==> src/pcw_pkg.sv <==
// Function
// - Postscaler codes divide by 1,2,4,8,16,32,64, 256
// - Bit 15 one bypasses USB PLL
// - USB input divider codes 1..6,10,12
// - Multiplier codes 15..21 and 24
package pcw_pkg;

    // ********************************************************************
    // Register map and field positions
    // ********************************************************************
    localparam logic [3:0] PCW_ADDR_CFG = 4'h0;
    localparam logic [3:0] PCW_ADDR_DEC = 4'h1;
    localparam logic [3:0] PCW_ADDR_FREQ = 4'h2;
    localparam logic [3:0] PCW_ADDR_CTRL = 4'h3;
    localparam logic [3:0] PCW_ADDR_REF = 4'h4;
    localparam int PCW_ODIV_LSB = 16;
    localparam int PCW_UBYP_BIT = 15;
    localparam int PCW_UIDIV_LSB = 8;
    localparam int PCW_MUL_LSB = 4;
    localparam int PCW_IDIV_LSB = 0;
    localparam logic [31:0] PCW_RSVD_MASK = 32'hFFF8_7888;
    localparam logic [31:0] PCW_CFG_RESET = 32'hFFFF_FFFF;
    localparam logic [31:0] PCW_REF_RESET = 32'h007A_1200;
    localparam int PCW_DIV_LAT = 3;

    // ********************************************************************
    // Decode tables
    // ********************************************************************
    localparam logic [63:0] PCW_DIV_TABLE = 64'h0C0A_0605_0403_0201;
    localparam logic [63:0] PCW_MUL_TABLE = 64'h1815_1413_1211_100F;

    typedef enum logic [1:0]
    {
        PCW_IDLE = 2'b00,
        PCW_MULT = 2'b01,
        PCW_DIVD = 2'b11
    } pcw_state_type;

endpackage

==> src/pcw_divider.sv <==
`timescale 1ns/100ps
module pcw_divider
    import pcw_pkg::*;
(
    // Clock and reset
    input wire logic ref_clk_in,
    input wire logic rstn_in,
    // Operands
    input wire logic start_in,
    input wire logic [31:0] dividend_in,
    input wire logic [7:0] divisor_in,
    // Result
    output logic [31:0] quotient_out,
    output logic done_out
);
    // Restoring divider, one quotient bit per cycle.
    logic [31:0] quo_q;
    logic [8:0] rem_q;
    logic [5:0] cnt_q;
    logic busy_q;
    logic done_q;
    wire logic [8:0] trial = {rem_q[7:0], quo_q[31]};
    wire logic ge = trial >= {1'b0, divisor_in};
    wire logic [8:0] diff = trial - {1'b0, divisor_in};

    always_ff @(posedge ref_clk_in or negedge rstn_in)
    begin
        if (!rstn_in)
        begin
            quo_q <= 32'h0000_0000;
            rem_q <= 9'h000;
            cnt_q <= 6'h00;
            busy_q <= 1'b0;
            done_q <= 1'b0;
        end
        else if (start_in)
        begin
            quo_q <= dividend_in;
            rem_q <= 9'h000;
            cnt_q <= 6'h20;
            busy_q <= 1'b1;
            done_q <= 1'b0;
        end
        else if (busy_q)
        begin
            quo_q <= {quo_q[30:0], ge};
            rem_q <= ge ? diff : trial;
            cnt_q <= cnt_q - 6'h01;
            busy_q <= (cnt_q != 6'h01);
            done_q <= (cnt_q == 6'h01);
        end
        else
        begin
            done_q <= 1'b0;
        end
    end

    assign quotient_out = quo_q;
    assign done_out = done_q;
endmodule

==> src/pcw_top.sv <==
// Implementation choices: the strobed register port and the register offsets.
`timescale 1ns/100ps
module pcw_top
    import pcw_pkg::*;
(
    // Clock and reset
    input wire logic ref_clk_in,
    input wire logic rstn_in,
    // Register port
    input wire logic [3:0] addr_in,
    input wire logic [31:0] wdata_in,
    input wire logic wr_in,
    input wire logic rd_in,
    output logic [31:0] rdata_out,
    // Decoded clock settings
    output logic [8:0] sys_pll_out_postscale_out,
    output logic usb_pll_bypass_sel_out,
    output logic usb_pll_enable_out,
    output logic [3:0] usb_pll_in_divider_out,
    output logic [4:0] sys_pll_multiplier_out,
    output logic [3:0] sys_pll_in_divider_out,
    output logic [31:0] sys_clk_hz_out,
    output logic freq_valid_out
);
    // ********************************************************************
    // Configuration word and field decode
    // ********************************************************************
    // The word is loaded once after reset by the configuration loader over
    // the register port; later writes re-evaluate it, which is harmless.
    logic [31:0] pll_default_config_word_q;
    logic [31:0] ref_hz_q;
    logic [31:0] rdata_q;
    logic [8:0] odiv_q;
    logic ubyp_q;
    // The enable has its own register so that the pin comes from a flip-flop.
    logic uen_q;
    logic [3:0] uidiv_q;
    logic [4:0] mul_q;
    logic [3:0] idiv_q;
    logic [31:0] freq_q;
    logic valid_q;
    logic recalc_q;
    logic [31:0] work_q;
    pcw_state_type state_q;

    wire logic [2:0] odiv_code = pll_default_config_word_q[PCW_ODIV_LSB +: 3];
    wire logic [2:0] uidiv_code = pll_default_config_word_q[PCW_UIDIV_LSB +: 3];
    wire logic [2:0] mul_code = pll_default_config_word_q[PCW_MUL_LSB +: 3];
    wire logic [2:0] idiv_code = pll_default_config_word_q[PCW_IDIV_LSB +: 3];
    wire logic [8:0] odiv_d = (odiv_code == 3'b111) ? 9'h100 : 9'(9'h001 << odiv_code);
    wire logic ubyp_d = pll_default_config_word_q[PCW_UBYP_BIT];
    wire logic [3:0] uidiv_d = PCW_DIV_TABLE[{uidiv_code, 3'b000} +: 4];
    wire logic [4:0] mul_d = PCW_MUL_TABLE[{mul_code, 3'b000} +: 5];
    wire logic [3:0] idiv_d = PCW_DIV_TABLE[{idiv_code, 3'b000} +: 4];
    // Reserved positions are left to the programmer; they are reported only.
    wire logic rsvd_ok = &(pll_default_config_word_q | ~PCW_RSVD_MASK);

    always_ff @(posedge ref_clk_in or negedge rstn_in)
    begin
        if (!rstn_in)
        begin
            odiv_q <= 9'h001;
            // Decoded outputs rest at the mildest settings until the first decode.
            ubyp_q <= 1'b1;
            uen_q <= 1'b0;
            uidiv_q <= 4'h1;
            mul_q <= 5'h0F;
            idiv_q <= 4'h1;
        end
        else
        begin
            odiv_q <= odiv_d;
            ubyp_q <= ubyp_d;
            uen_q <= !ubyp_d;
            uidiv_q <= uidiv_d;
            mul_q <= mul_d;
            idiv_q <= idiv_d;
        end
    end

    // ********************************************************************
    // Register port
    // ********************************************************************
    wire logic wr_cfg = wr_in && (addr_in == PCW_ADDR_CFG);
    wire logic wr_ref = wr_in && (addr_in == PCW_ADDR_REF);
    wire logic wr_ctrl = wr_in && (addr_in == PCW_ADDR_CTRL) && wdata_in[0];
    // Any of these writes makes the computed frequency stale.
    wire logic any_wr = wr_cfg || wr_ref || wr_ctrl;
    // The system input divider sits in bits 15 to 12 so that the status flags
    // in bits 10 to 8 keep their own positions.
    wire logic [31:0] dec_word = {odiv_q[8], 3'b000, uidiv_q, 3'b000, mul_q,
        idiv_q, 1'b0, rsvd_ok, ubyp_q, valid_q, odiv_q[7:0]};
    wire logic [31:0] rdata_d =
        (addr_in == PCW_ADDR_CFG) ? pll_default_config_word_q :
        (addr_in == PCW_ADDR_DEC) ? dec_word :
        (addr_in == PCW_ADDR_FREQ) ? freq_q :
        (addr_in == PCW_ADDR_CTRL) ? {31'h0000_0000, valid_q} :
        (addr_in == PCW_ADDR_REF) ? ref_hz_q : 32'h0000_0000;

    always_ff @(posedge ref_clk_in or negedge rstn_in)
    begin
        if (!rstn_in)
        begin
            pll_default_config_word_q <= PCW_CFG_RESET;
            ref_hz_q <= PCW_REF_RESET;
            rdata_q <= 32'h0000_0000;
        end
        else
        begin
            if (wr_cfg)
                pll_default_config_word_q <= wdata_in;
            if (wr_ref)
                ref_hz_q <= wdata_in;
            // Read data stand only in the cycle after each rd_in cycle and are zero otherwise, so a
            // late sample by the master shows a zero rather than stale data.
            rdata_q <= rd_in ? rdata_d : 32'h0000_0000;
        end
    end

    // ********************************************************************
    // Output frequency: divide by input divider, multiply, then postscale
    // ********************************************************************
    // Order matters: integer truncation after each step matches the chain.
    logic [31:0] quo;
    logic div_done;
    logic div_start_q;
    logic [7:0] divisor_q;
    wire logic [36:0] prod = quo * mul_q;

    // The divider is started by a one-cycle pulse and reports with a
    // one-cycle done pulse; its quotient then stands until the next start.

    pcw_divider u_div
    (
        .ref_clk_in(ref_clk_in),
        .rstn_in(rstn_in),
        .start_in(div_start_q),
        .dividend_in(work_q),
        .divisor_in(divisor_q),
        .quotient_out(quo),
        .done_out(div_done)
    );

    // ********************************************************************
    // Calculation sequencer
    // ********************************************************************
    // One shared divider serves both divisions, so the chain takes about
    // seventy cycles; a slower result was traded for a single divider.
    always_ff @(posedge ref_clk_in or negedge rstn_in)
    begin
        if (!rstn_in)
        begin
            state_q <= PCW_IDLE;
            work_q <= 32'h0000_0000;
            freq_q <= 32'h0000_0000;
            valid_q <= 1'b0;
            recalc_q <= 1'b1;
            div_start_q <= 1'b0;
            divisor_q <= 8'h01;
        end
        else
        begin
            div_start_q <= 1'b0;
            if (any_wr)
            begin
                recalc_q <= 1'b1;
                valid_q <= 1'b0;
            end
            unique case (state_q)
                PCW_IDLE:
                begin
                    // A start waits out a write so that it uses the new settings.
                    if (recalc_q && !any_wr)
                    begin
                        recalc_q <= 1'b0;
                        work_q <= ref_hz_q;
                        divisor_q <= {4'h0, idiv_d};
                        div_start_q <= 1'b1;
                        state_q <= PCW_MULT;
                    end
                end
                PCW_MULT:
                begin
                    // The first quotient is multiplied; the product is postscaled.
                    if (div_done)
                    begin
                        work_q <= prod[31:0];
                        divisor_q <= odiv_q[8] ? 8'h00 : odiv_q[7:0];
                        div_start_q <= 1'b1;
                        state_q <= PCW_DIVD;
                    end
                end
                PCW_DIVD:
                begin
                    // Divide by 256 is a shift, so the divider result is ignored then.
                    // A write in the finishing cycle leaves the result marked stale.
                    if (div_done)
                    begin
                        freq_q <= odiv_q[8] ? {8'h00, work_q[31:8]} : quo;
                        valid_q <= !recalc_q && !any_wr;
                        state_q <= PCW_IDLE;
                    end
                end
            endcase
        end
    end

    // ********************************************************************
    // Outputs
    // ********************************************************************
    // Every output is a register, so consumers never see decode glitches.
    assign rdata_out = rdata_q;
    assign sys_pll_out_postscale_out = odiv_q;
    assign usb_pll_bypass_sel_out = ubyp_q;
    assign usb_pll_enable_out = uen_q;
    assign usb_pll_in_divider_out = uidiv_q;
    assign sys_pll_multiplier_out = mul_q;
    assign sys_pll_in_divider_out = idiv_q;
    assign sys_clk_hz_out = freq_q;
    assign freq_valid_out = valid_q;
endmodule

==> config.mk <==
export PLATFORM = sky130hd
export DESIGN_NAME = pcw_top
export DESIGN_NICKNAME = d
export VERILOG_FILES = /design/src/pcw_pkg.sv /design/src/pcw_divider.sv /design/src/pcw_top.sv
export SDC_FILE = /design/constraint.sdc
export NUM_CORES = 1
export LEC_CHECK = 0
export ABC_AREA = 1
export BUFFER_PORTS_ARGS = -buffer_cell sky130_fd_sc_hd__clkbuf_2
export CORE_MARGIN = 10
export CORE_UTILIZATION = 57
export CTS_BUF_LIST = sky130_fd_sc_hd__clkbuf_2 sky130_fd_sc_hd__clkbuf_4 sky130_fd_sc_hd__clkbuf_8
export CTS_CLUSTER_DIAMETER = 50
export DETAILED_ROUTE_END_ITERATION = 8
export PLACE_DENSITY = 0.74
export RECOVER_POWER = 50
export SLEW_MARGIN = 20
export SYNTH_ARGS = -nofsm -noshare
export SYNTH_HDL_FRONTEND = slang
export SYNTH_SLANG_ARGS = --single-unit
==> constraint.sdc <==
create_clock -name ref_clk_in -period 4.8 [get_ports ref_clk_in]
set_input_delay 0.72 -clock ref_clk_in [delete_from_list [all_inputs] [get_ports ref_clk_in]]
set_output_delay 0.72 -clock ref_clk_in [all_outputs]
set_load 0.005 [all_outputs]
==> results of run 1 <==
placed cells by master, fill, tap and decap left out, types with 6 or more instances in the layout:
master and count:
sky130_fd_sc_hd__o22ai_1 27, sky130_fd_sc_hd__clkbuf_4 22, sky130_fd_sc_hd__nand3b_1 7, sky130_fd_sc_hd__a211oi_1 29
sky130_fd_sc_hd__fa_1 84, sky130_fd_sc_hd__inv_1 476, sky130_fd_sc_hd__clkbuf_8 46, sky130_fd_sc_hd__buf_4 15
sky130_fd_sc_hd__mux2_2 15, sky130_fd_sc_hd__o21ai_1 8, sky130_fd_sc_hd__dfstp_2 42, sky130_fd_sc_hd__dfrtp_1 195
sky130_fd_sc_hd__nand4_1 16, sky130_fd_sc_hd__nor3_1 20, sky130_fd_sc_hd__ha_1 52, sky130_fd_sc_hd__o211ai_1 21
sky130_fd_sc_hd__a21oi_1 62, sky130_fd_sc_hd__nand3_1 84, sky130_fd_sc_hd__dfstp_1 7, sky130_fd_sc_hd__nor2_1 133
sky130_fd_sc_hd__clkbuf_2 127, sky130_fd_sc_hd__o21ai_0 105, sky130_fd_sc_hd__a221oi_1 6, sky130_fd_sc_hd__a22oi_1 9
sky130_fd_sc_hd__or2_2 8, sky130_fd_sc_hd__nand2_1 592, sky130_fd_sc_hd__o221ai_1 27
layout make-up:
cell class                 count  area (um^2)  area share (%)
inverter                     483         1820            9.99
clock buffer                  68          798            4.39
timing repair buffer         147          767            4.22
clock inverter                 5         62.6           0.344
sequential                   244         6170            33.9
tap                          384          480            2.64
multi-input combinational   1350         8090            44.5
layer usage:
metal / wire length [um] / vias up / GRT usage, %
li1: - / 6897 / -
met1: 21800 / 7113 / 38.1
met2: 21900 / 624 / 41.5
met3: 4150 / 91 / 5.20
met4: 1300 / 0 / 8.24
met5: 0 / - / 0
through the flow:
| stage | setup slack [ns] | util, % |
|---|---|---|
| after floorplan | 0.548 | - |
| after detailed placement | 0.399 | 60.8 |
| final | 0.288 | 63.5 |
| after CTS | 0.354 | 63.8 |
| after global routing | 0.0685 | 63.5 |
| after global placement | 0.435 | 60.8 |
state kept, by name (all words and copies together) (netlist names):
signal / cells
div_start_q: 1
divisor_q: 8
freq_valid_out: 1
pll_default_config_word_q: 32
rdata_out: 32
recalc_q: 1
ref_hz_q: 32
state_q: 2
sys_clk_hz_out: 32
sys_pll_in_divider_out: 4
sys_pll_multiplier_out: 5
sys_pll_out_postscale_out: 8
u_div.busy_q: 1
u_div.cnt_q: 6
u_div.done_out: 1
u_div.quotient_out: 32
u_div.rem_q: 8
usb_pll_bypass_sel_out: 1
usb_pll_enable_out: 1
usb_pll_in_divider_out: 4
work_q: 32
path summary, 6_finish.rpt:
path                                                    start  slack (ns)                endpoint
worst max register to register      sys_pll_multiplier_out[3]        0.29              work_q[10]
min in group asynchronous                             rstn_in        0.93              state_q[1]
worst min-delay path            pll_default_config_word_q[15]        0.37  usb_pll_bypass_sel_out
max in group asynchronous                             rstn_in        0.69  u_div.quotient_out[26]
worst min register to register  pll_default_config_word_q[15]        0.37  usb_pll_bypass_sel_out
worst max-delay path                sys_pll_multiplier_out[3]        0.29              work_q[10]
critical path, cell delays in order (launching register included):
cell and delay, ns:
sky130_fd_sc_hd__dfstp_2 0.81, sky130_fd_sc_hd__nand2_1 0.10, sky130_fd_sc_hd__inv_1 0.09, sky130_fd_sc_hd__fa_1 0.45, sky130_fd_sc_hd__fa_1 0.56, sky130_fd_sc_hd__inv_1 0.06
sky130_fd_sc_hd__fa_1 0.53, sky130_fd_sc_hd__inv_1 0.05, sky130_fd_sc_hd__ha_1 0.36, sky130_fd_sc_hd__nand2_1 0.11, sky130_fd_sc_hd__nand3_1 0.22, sky130_fd_sc_hd__nand2_1 0.12
sky130_fd_sc_hd__nand3_1 0.20, sky130_fd_sc_hd__and2_1 0.21, sky130_fd_sc_hd__o21ai_0 0.32, sky130_fd_sc_hd__o211ai_1 0.14, sky130_fd_sc_hd__o21ai_1 0.10
cell families after synthesis:
group,count (synthesis),synth area share [%]
AND/OR/NAND/NOR,876,21.8
buffers and inverters,567,13.4
AO/OA/AOI/OAI,314,11.8
flip-flops,244,37.4
adder cells (fa/ha/maj),136,14.1
multiplexers,15,1.02
XOR/XNOR,8,0.425
other,1,0.0227
==> results.sh, run 1 <==
export IMPL_clk_path_buf_depth=3
export IMPL_setup_violations=0
export IMPL_synth_seq_area_share_pct=37.4
export IMPL_layout_area_growth_over_synthesis_pct=10.3
export IMPL_netlist_area_leader_share_pct=29.6
export IMPL_wl_per_cell_um=18.3
export IMPL_number_of_antenna_violations_at_the_first_check_in_global_routing=0
export IMPL_cp_start_kind="flip-flop"
export IMPL_grt_pass1_wl_um=78600
export IMPL_finalHoldViolations=0
export IMPL_filler_cell_count=2541
export IMPL_worst_hold_slack_ns=0.370
export IMPL_rows=62
export IMPL_io_buffers=127
export IMPL_post_drt_via_cell_ratio=5.49
export IMPL_violations="max-capacitance violations, max-slew violations"
export IMPL_synth_cells_most_frequent="589 x sky130_fd_sc_hd__nand2_1, 477 x sky130_fd_sc_hd__inv_1, 195 x sky130_fd_sc_hd__dfrtp_1, 132 x sky130_fd_sc_hd__nor2_1, 105 x sky130_fd_sc_hd__o21ai_0"
export IMPL_maxCapViolations=6
export IMPL_cp_end_kind="flip-flop"
export IMPL_mappedNetlistNets=2337
export IMPL_synth_largest_area_cell="sky130_fd_sc_hd__dfrtp_1"
export IMPL_synth_async_reset_ratio_pct=100
export IMPL_vias=14700
export IMPL_tritoncts="done"
export IMPL_post_cts_setup_repair_bufs=0
export IMPL_post_synth_inst_count=2161
export IMPL_cts_sink_count=244
export IMPL_drv_slew=337
export IMPL_criticalPathCategory="flip-flop to flip-flop"
export IMPL_cts_inserted_buffers=41
export IMPL_cts_root_buf="sky130_fd_sc_hd__clkbuf_8"
export IMPL_placement_cell_area_um2=17400
export IMPL_cts_resized=0
export IMPL_start_util_pct=57.6
export IMPL_clock_skew_final_ns=0.0218
export IMPL_cts_reportedPaths_clkPinSlew_ns=0.06
export IMPL_synth_ff_type="sky130_fd_sc_hd__dfrtp_1"
export IMPL_cts_hold_fix_buffers=0
export IMPL_synth_cell_area_um2=16500
export IMPL_area_of_the_core_um2=28600
export IMPL_finish_instance_area_um2=18200
export IMPL_max_slew_margin_rel_pct=-72.9
export IMPL_num_io_pins=129
export IMPL_fraction_of_layout_instances_using_a_drive_strength_above_1_pct=12.9
export IMPL_chipWidth_um=190
export IMPL_post_layout_nets=2443
export IMPL_clock_insertion_delay_worst_skew_ns=0.55
export IMPL_drtAntennaViolNets=0
export IMPL_crit_path_max_fanout=21
export IMPL_run_status="complete, but fails checks"
export IMPL_grt_start_max_net_pins=105
export IMPL_cts_max_level=2
export IMPL_routed_wirelength_um=49100
export IMPL_die_h_um=190
export IMPL_yosys_warnings=0
export IMPL_globalRouteOverflowTotal=0
export IMPL_rsz0062_at_grt="no"
export IMPL_layout_cells_non_filler=2681
export IMPL_first_pass_drt_iterations=5
export IMPL_post_place_cells=2608
export IMPL_hold_path_depth=0
export IMPL_hold_class="flip-flop to flip-flop"
export IMPL_synth_most_common_cell="sky130_fd_sc_hd__nand2_1"
export IMPL_via_count_of_the_first_global_routing_pass=14600
export IMPL_synth_area_top_cells="sky130_fd_sc_hd__dfrtp_1 30%, sky130_fd_sc_hd__nand2_1 13%, sky130_fd_sc_hd__inv_1 11%"
export IMPL_synth_edf_count=0
export IMPL_worst_ep_required_time_ns=5.26
export IMPL_maximum_clock_frequency_ghz=0.222
export IMPL_worst_margin_pin_slew_ns=2.59
export IMPL_routabilityCongestion=0.949
export IMPL_shortest_clock_period_the_worst_path_allows_after_layout_ns=4.51
export IMPL_antennaDiodeCount=0
export IMPL_rr_worst_depth=16
export IMPL_avgSynthCellArea_um2=7.63
export IMPL_setup_total_negative_slack_ns=0
export IMPL_initialDrtViolationCount=1362
export IMPL_count_of_unique_library_cells_instantiated_by_yosys=50
export IMPL_crit_arrival_ns=4.97
export IMPL_drt_drc_violations_left=0
export IMPL_place_hpwl_um=37300
export IMPL_postSynthRegisterBits=244
export IMPL_global_route_usage_total_pct=27.1
export IMPL_ratio_of_final_minimum_period_to_clock_period_pct=94.0
export IMPL_die_area_um2=36100
Power of run 1 is not shown: default switching activity piles up to over one toggle a cycle in this logic, so the estimate is an artifact.
==> inputs of run 2 (changes only) <==
==> constraint.sdc (replaced) <==
create_clock -name ref_clk_in -period 4.8 [get_ports ref_clk_in]
set_input_delay 0.48 -clock ref_clk_in [delete_from_list [all_inputs] [get_ports ref_clk_in]]
set_output_delay 0.48 -clock ref_clk_in [all_outputs]
set_load 0.005 [all_outputs]
==> run 2 against run 1 <==
The flow still finishes with violations (max-capacitance violations, max-slew violations). Global-route usage grew 0.42 points. Fmax grew 1.4%. Via count rose by 0.48%. Sequential cell count unchanged. Register-to-register slack improved by 0.06 ns. Die area unchanged. Core utilization is essentially flat. First-iteration DRC count rose by 10%. Hold slack got worse by 0.23 ns. Clock skew rose by 0.0034 ns. Critical endpoint is now work_q[14]. Highest routed layer unchanged.
==> results.sh, run 2 (synthesis results as in run 1) <==
export IMPL_crit_arrival_ns=4.95
export IMPL_ratio_of_final_minimum_period_to_clock_period_pct=92.7
export IMPL_grt_pass1_wl_um=80000
export IMPL_drv_slew=257
export IMPL_tritoncts="done"
export IMPL_cts_hold_fix_buffers=0
export IMPL_violations="max-capacitance violations, max-slew violations"
export IMPL_routed_wirelength_um=49200
export IMPL_globalRouteOverflowTotal=0
export IMPL_area_of_the_core_um2=28600
export IMPL_finalHoldViolations=0
export IMPL_vias=14800
export IMPL_post_drt_via_cell_ratio=5.52
export IMPL_place_hpwl_um=37200
export IMPL_drtAntennaViolNets=0
export IMPL_cp_start_kind="flip-flop"
export IMPL_start_util_pct=57.6
export IMPL_routabilityCongestion=1.01
export IMPL_post_layout_nets=2443
export IMPL_cp_end_kind="flip-flop"
export IMPL_die_h_um=190
export IMPL_worst_margin_pin_slew_ns=3.34
export IMPL_rows=62
export IMPL_clock_skew_final_ns=0.0252
export IMPL_io_buffers=127
export IMPL_placement_cell_area_um2=17400
export IMPL_cts_resized=0
export IMPL_rsz0062_at_grt="no"
export IMPL_wl_per_cell_um=18.4
export IMPL_initialDrtViolationCount=1501
export IMPL_worst_hold_slack_ns=0.141
export IMPL_post_place_cells=2607
export IMPL_cts_root_buf="sky130_fd_sc_hd__clkbuf_8"
export IMPL_maximum_clock_frequency_ghz=0.225
export IMPL_crit_path_max_fanout=21
export IMPL_cts_sink_count=244
export IMPL_cts_max_level=2
export IMPL_post_cts_setup_repair_bufs=0
export IMPL_chipWidth_um=190
export IMPL_worst_ep_required_time_ns=5.30
export IMPL_hold_path_depth=3
export IMPL_global_route_usage_total_pct=27.5
export IMPL_number_of_antenna_violations_at_the_first_check_in_global_routing=0
export IMPL_grt_start_max_net_pins=136
export IMPL_clk_path_buf_depth=3
export IMPL_setup_violations=0
export IMPL_cts_inserted_buffers=42
export IMPL_layout_cells_most_common="sky130_fd_sc_hd__nand2_1"
export IMPL_rr_worst_depth=17
export IMPL_antennaDiodeCount=0
export IMPL_maxCapViolations=4
export IMPL_cts_reportedPaths_clkPinSlew_ns=0.06
export IMPL_first_pass_drt_iterations=8
export IMPL_num_io_pins=129
export IMPL_die_area_um2=36100
export IMPL_drt_drc_violations_left=0
export IMPL_via_count_of_the_first_global_routing_pass=14900
export IMPL_finish_instance_area_um2=18200
export IMPL_criticalPathCategory="flip-flop to flip-flop"
export IMPL_layout_area_growth_over_synthesis_pct=10.4
export IMPL_setup_total_negative_slack_ns=0
export IMPL_max_slew_margin_rel_pct=-123
export IMPL_fraction_of_layout_instances_using_a_drive_strength_above_1_pct=13.0
export IMPL_run_status="complete, but fails checks"
export IMPL_shortest_clock_period_the_worst_path_allows_after_layout_ns=4.45
export IMPL_mostFrequentLayoutCells="592 x sky130_fd_sc_hd__nand2_1, 477 x sky130_fd_sc_hd__inv_1, 195 x sky130_fd_sc_hd__dfrtp_1, 133 x sky130_fd_sc_hd__nor2_1, 129 x sky130_fd_sc_hd__clkbuf_2"
export IMPL_layout_cells_non_filler=2681
export IMPL_hold_class="input pin to flip-flop"
export IMPL_clock_insertion_delay_worst_skew_ns=0.56
run 2: cell count changes in the layout (fill, tap and decap cells not counted), moves of 2 or more:
cell,delta
sky130_fd_sc_hd__clkinv_2,+2
sky130_fd_sc_hd__clkbuf_8,+6
sky130_fd_sc_hd__buf_4,-2
sky130_fd_sc_hd__clkbuf_4,-7
sky130_fd_sc_hd__clkbuf_2,+2
run 2: final cells by class:
class	count	area, um^2
sequential	244	6170
clock inverter	7	52.6
tap	384	480
clock buffer	67	828
fill	2554	10400
multi-input combinational	1350	8090
inverter	483	1820
timing repair buffer	146	758
run 2: metal layers:
layer / part of all wire, % / GRT usage [%] / vias up / routed length, um
li1: - / - / 6891 / -
met1: 43 / 38.3 / 7159 / 21400
met2: 46 / 43.4 / 661 / 22500
met3: 8.6 / 5.00 / 84 / 4250
met4: 2.3 / 7.36 / 0 / 1150
met5: 0 / 0 / - / 0
run 2: metrics by stage:
step	setup WS [ns]	util (%)
floorplan	0.548	-
global route	0.0644	63.6
detailed placement	0.386	60.7
CTS	0.356	63.8
finish	0.352	63.6
global placement	0.401	60.7
run 2: worst paths after layout:
kind	start	endpoint	slack, ns
max	sys_pll_multiplier_out[3]	work_q[14]	0.35
min	wdata_in[1]	ref_hz_q[1]	0.14
max reg2reg	sys_pll_multiplier_out[3]	work_q[14]	0.35
min reg2reg	pll_default_config_word_q[15]	usb_pll_bypass_sel_out	0.37
max in group asynchronous	rstn_in	u_div.quotient_out[30]	1.42
min in group asynchronous	rstn_in	ref_hz_q[2]	0.93
run 2: critical path: stages (launching register included):
cell	delay (ns)
sky130_fd_sc_hd__dfstp_2	0.81
sky130_fd_sc_hd__nand2_1	0.10
sky130_fd_sc_hd__inv_1	0.09
sky130_fd_sc_hd__fa_1	0.45
sky130_fd_sc_hd__fa_1	0.57
sky130_fd_sc_hd__inv_1	0.06
sky130_fd_sc_hd__fa_1	0.53
sky130_fd_sc_hd__inv_1	0.04
sky130_fd_sc_hd__ha_1	0.35
sky130_fd_sc_hd__nand2_1	0.10
sky130_fd_sc_hd__nand3_1	0.23
sky130_fd_sc_hd__nand3_1	0.16
sky130_fd_sc_hd__nand3_1	0.16
sky130_fd_sc_hd__nand2_1	0.10
sky130_fd_sc_hd__inv_1	0.04
sky130_fd_sc_hd__o21ai_0	0.40
sky130_fd_sc_hd__o211ai_2	0.14
sky130_fd_sc_hd__nand2_1	0.08
Power of run 2 is left out for the same reason.
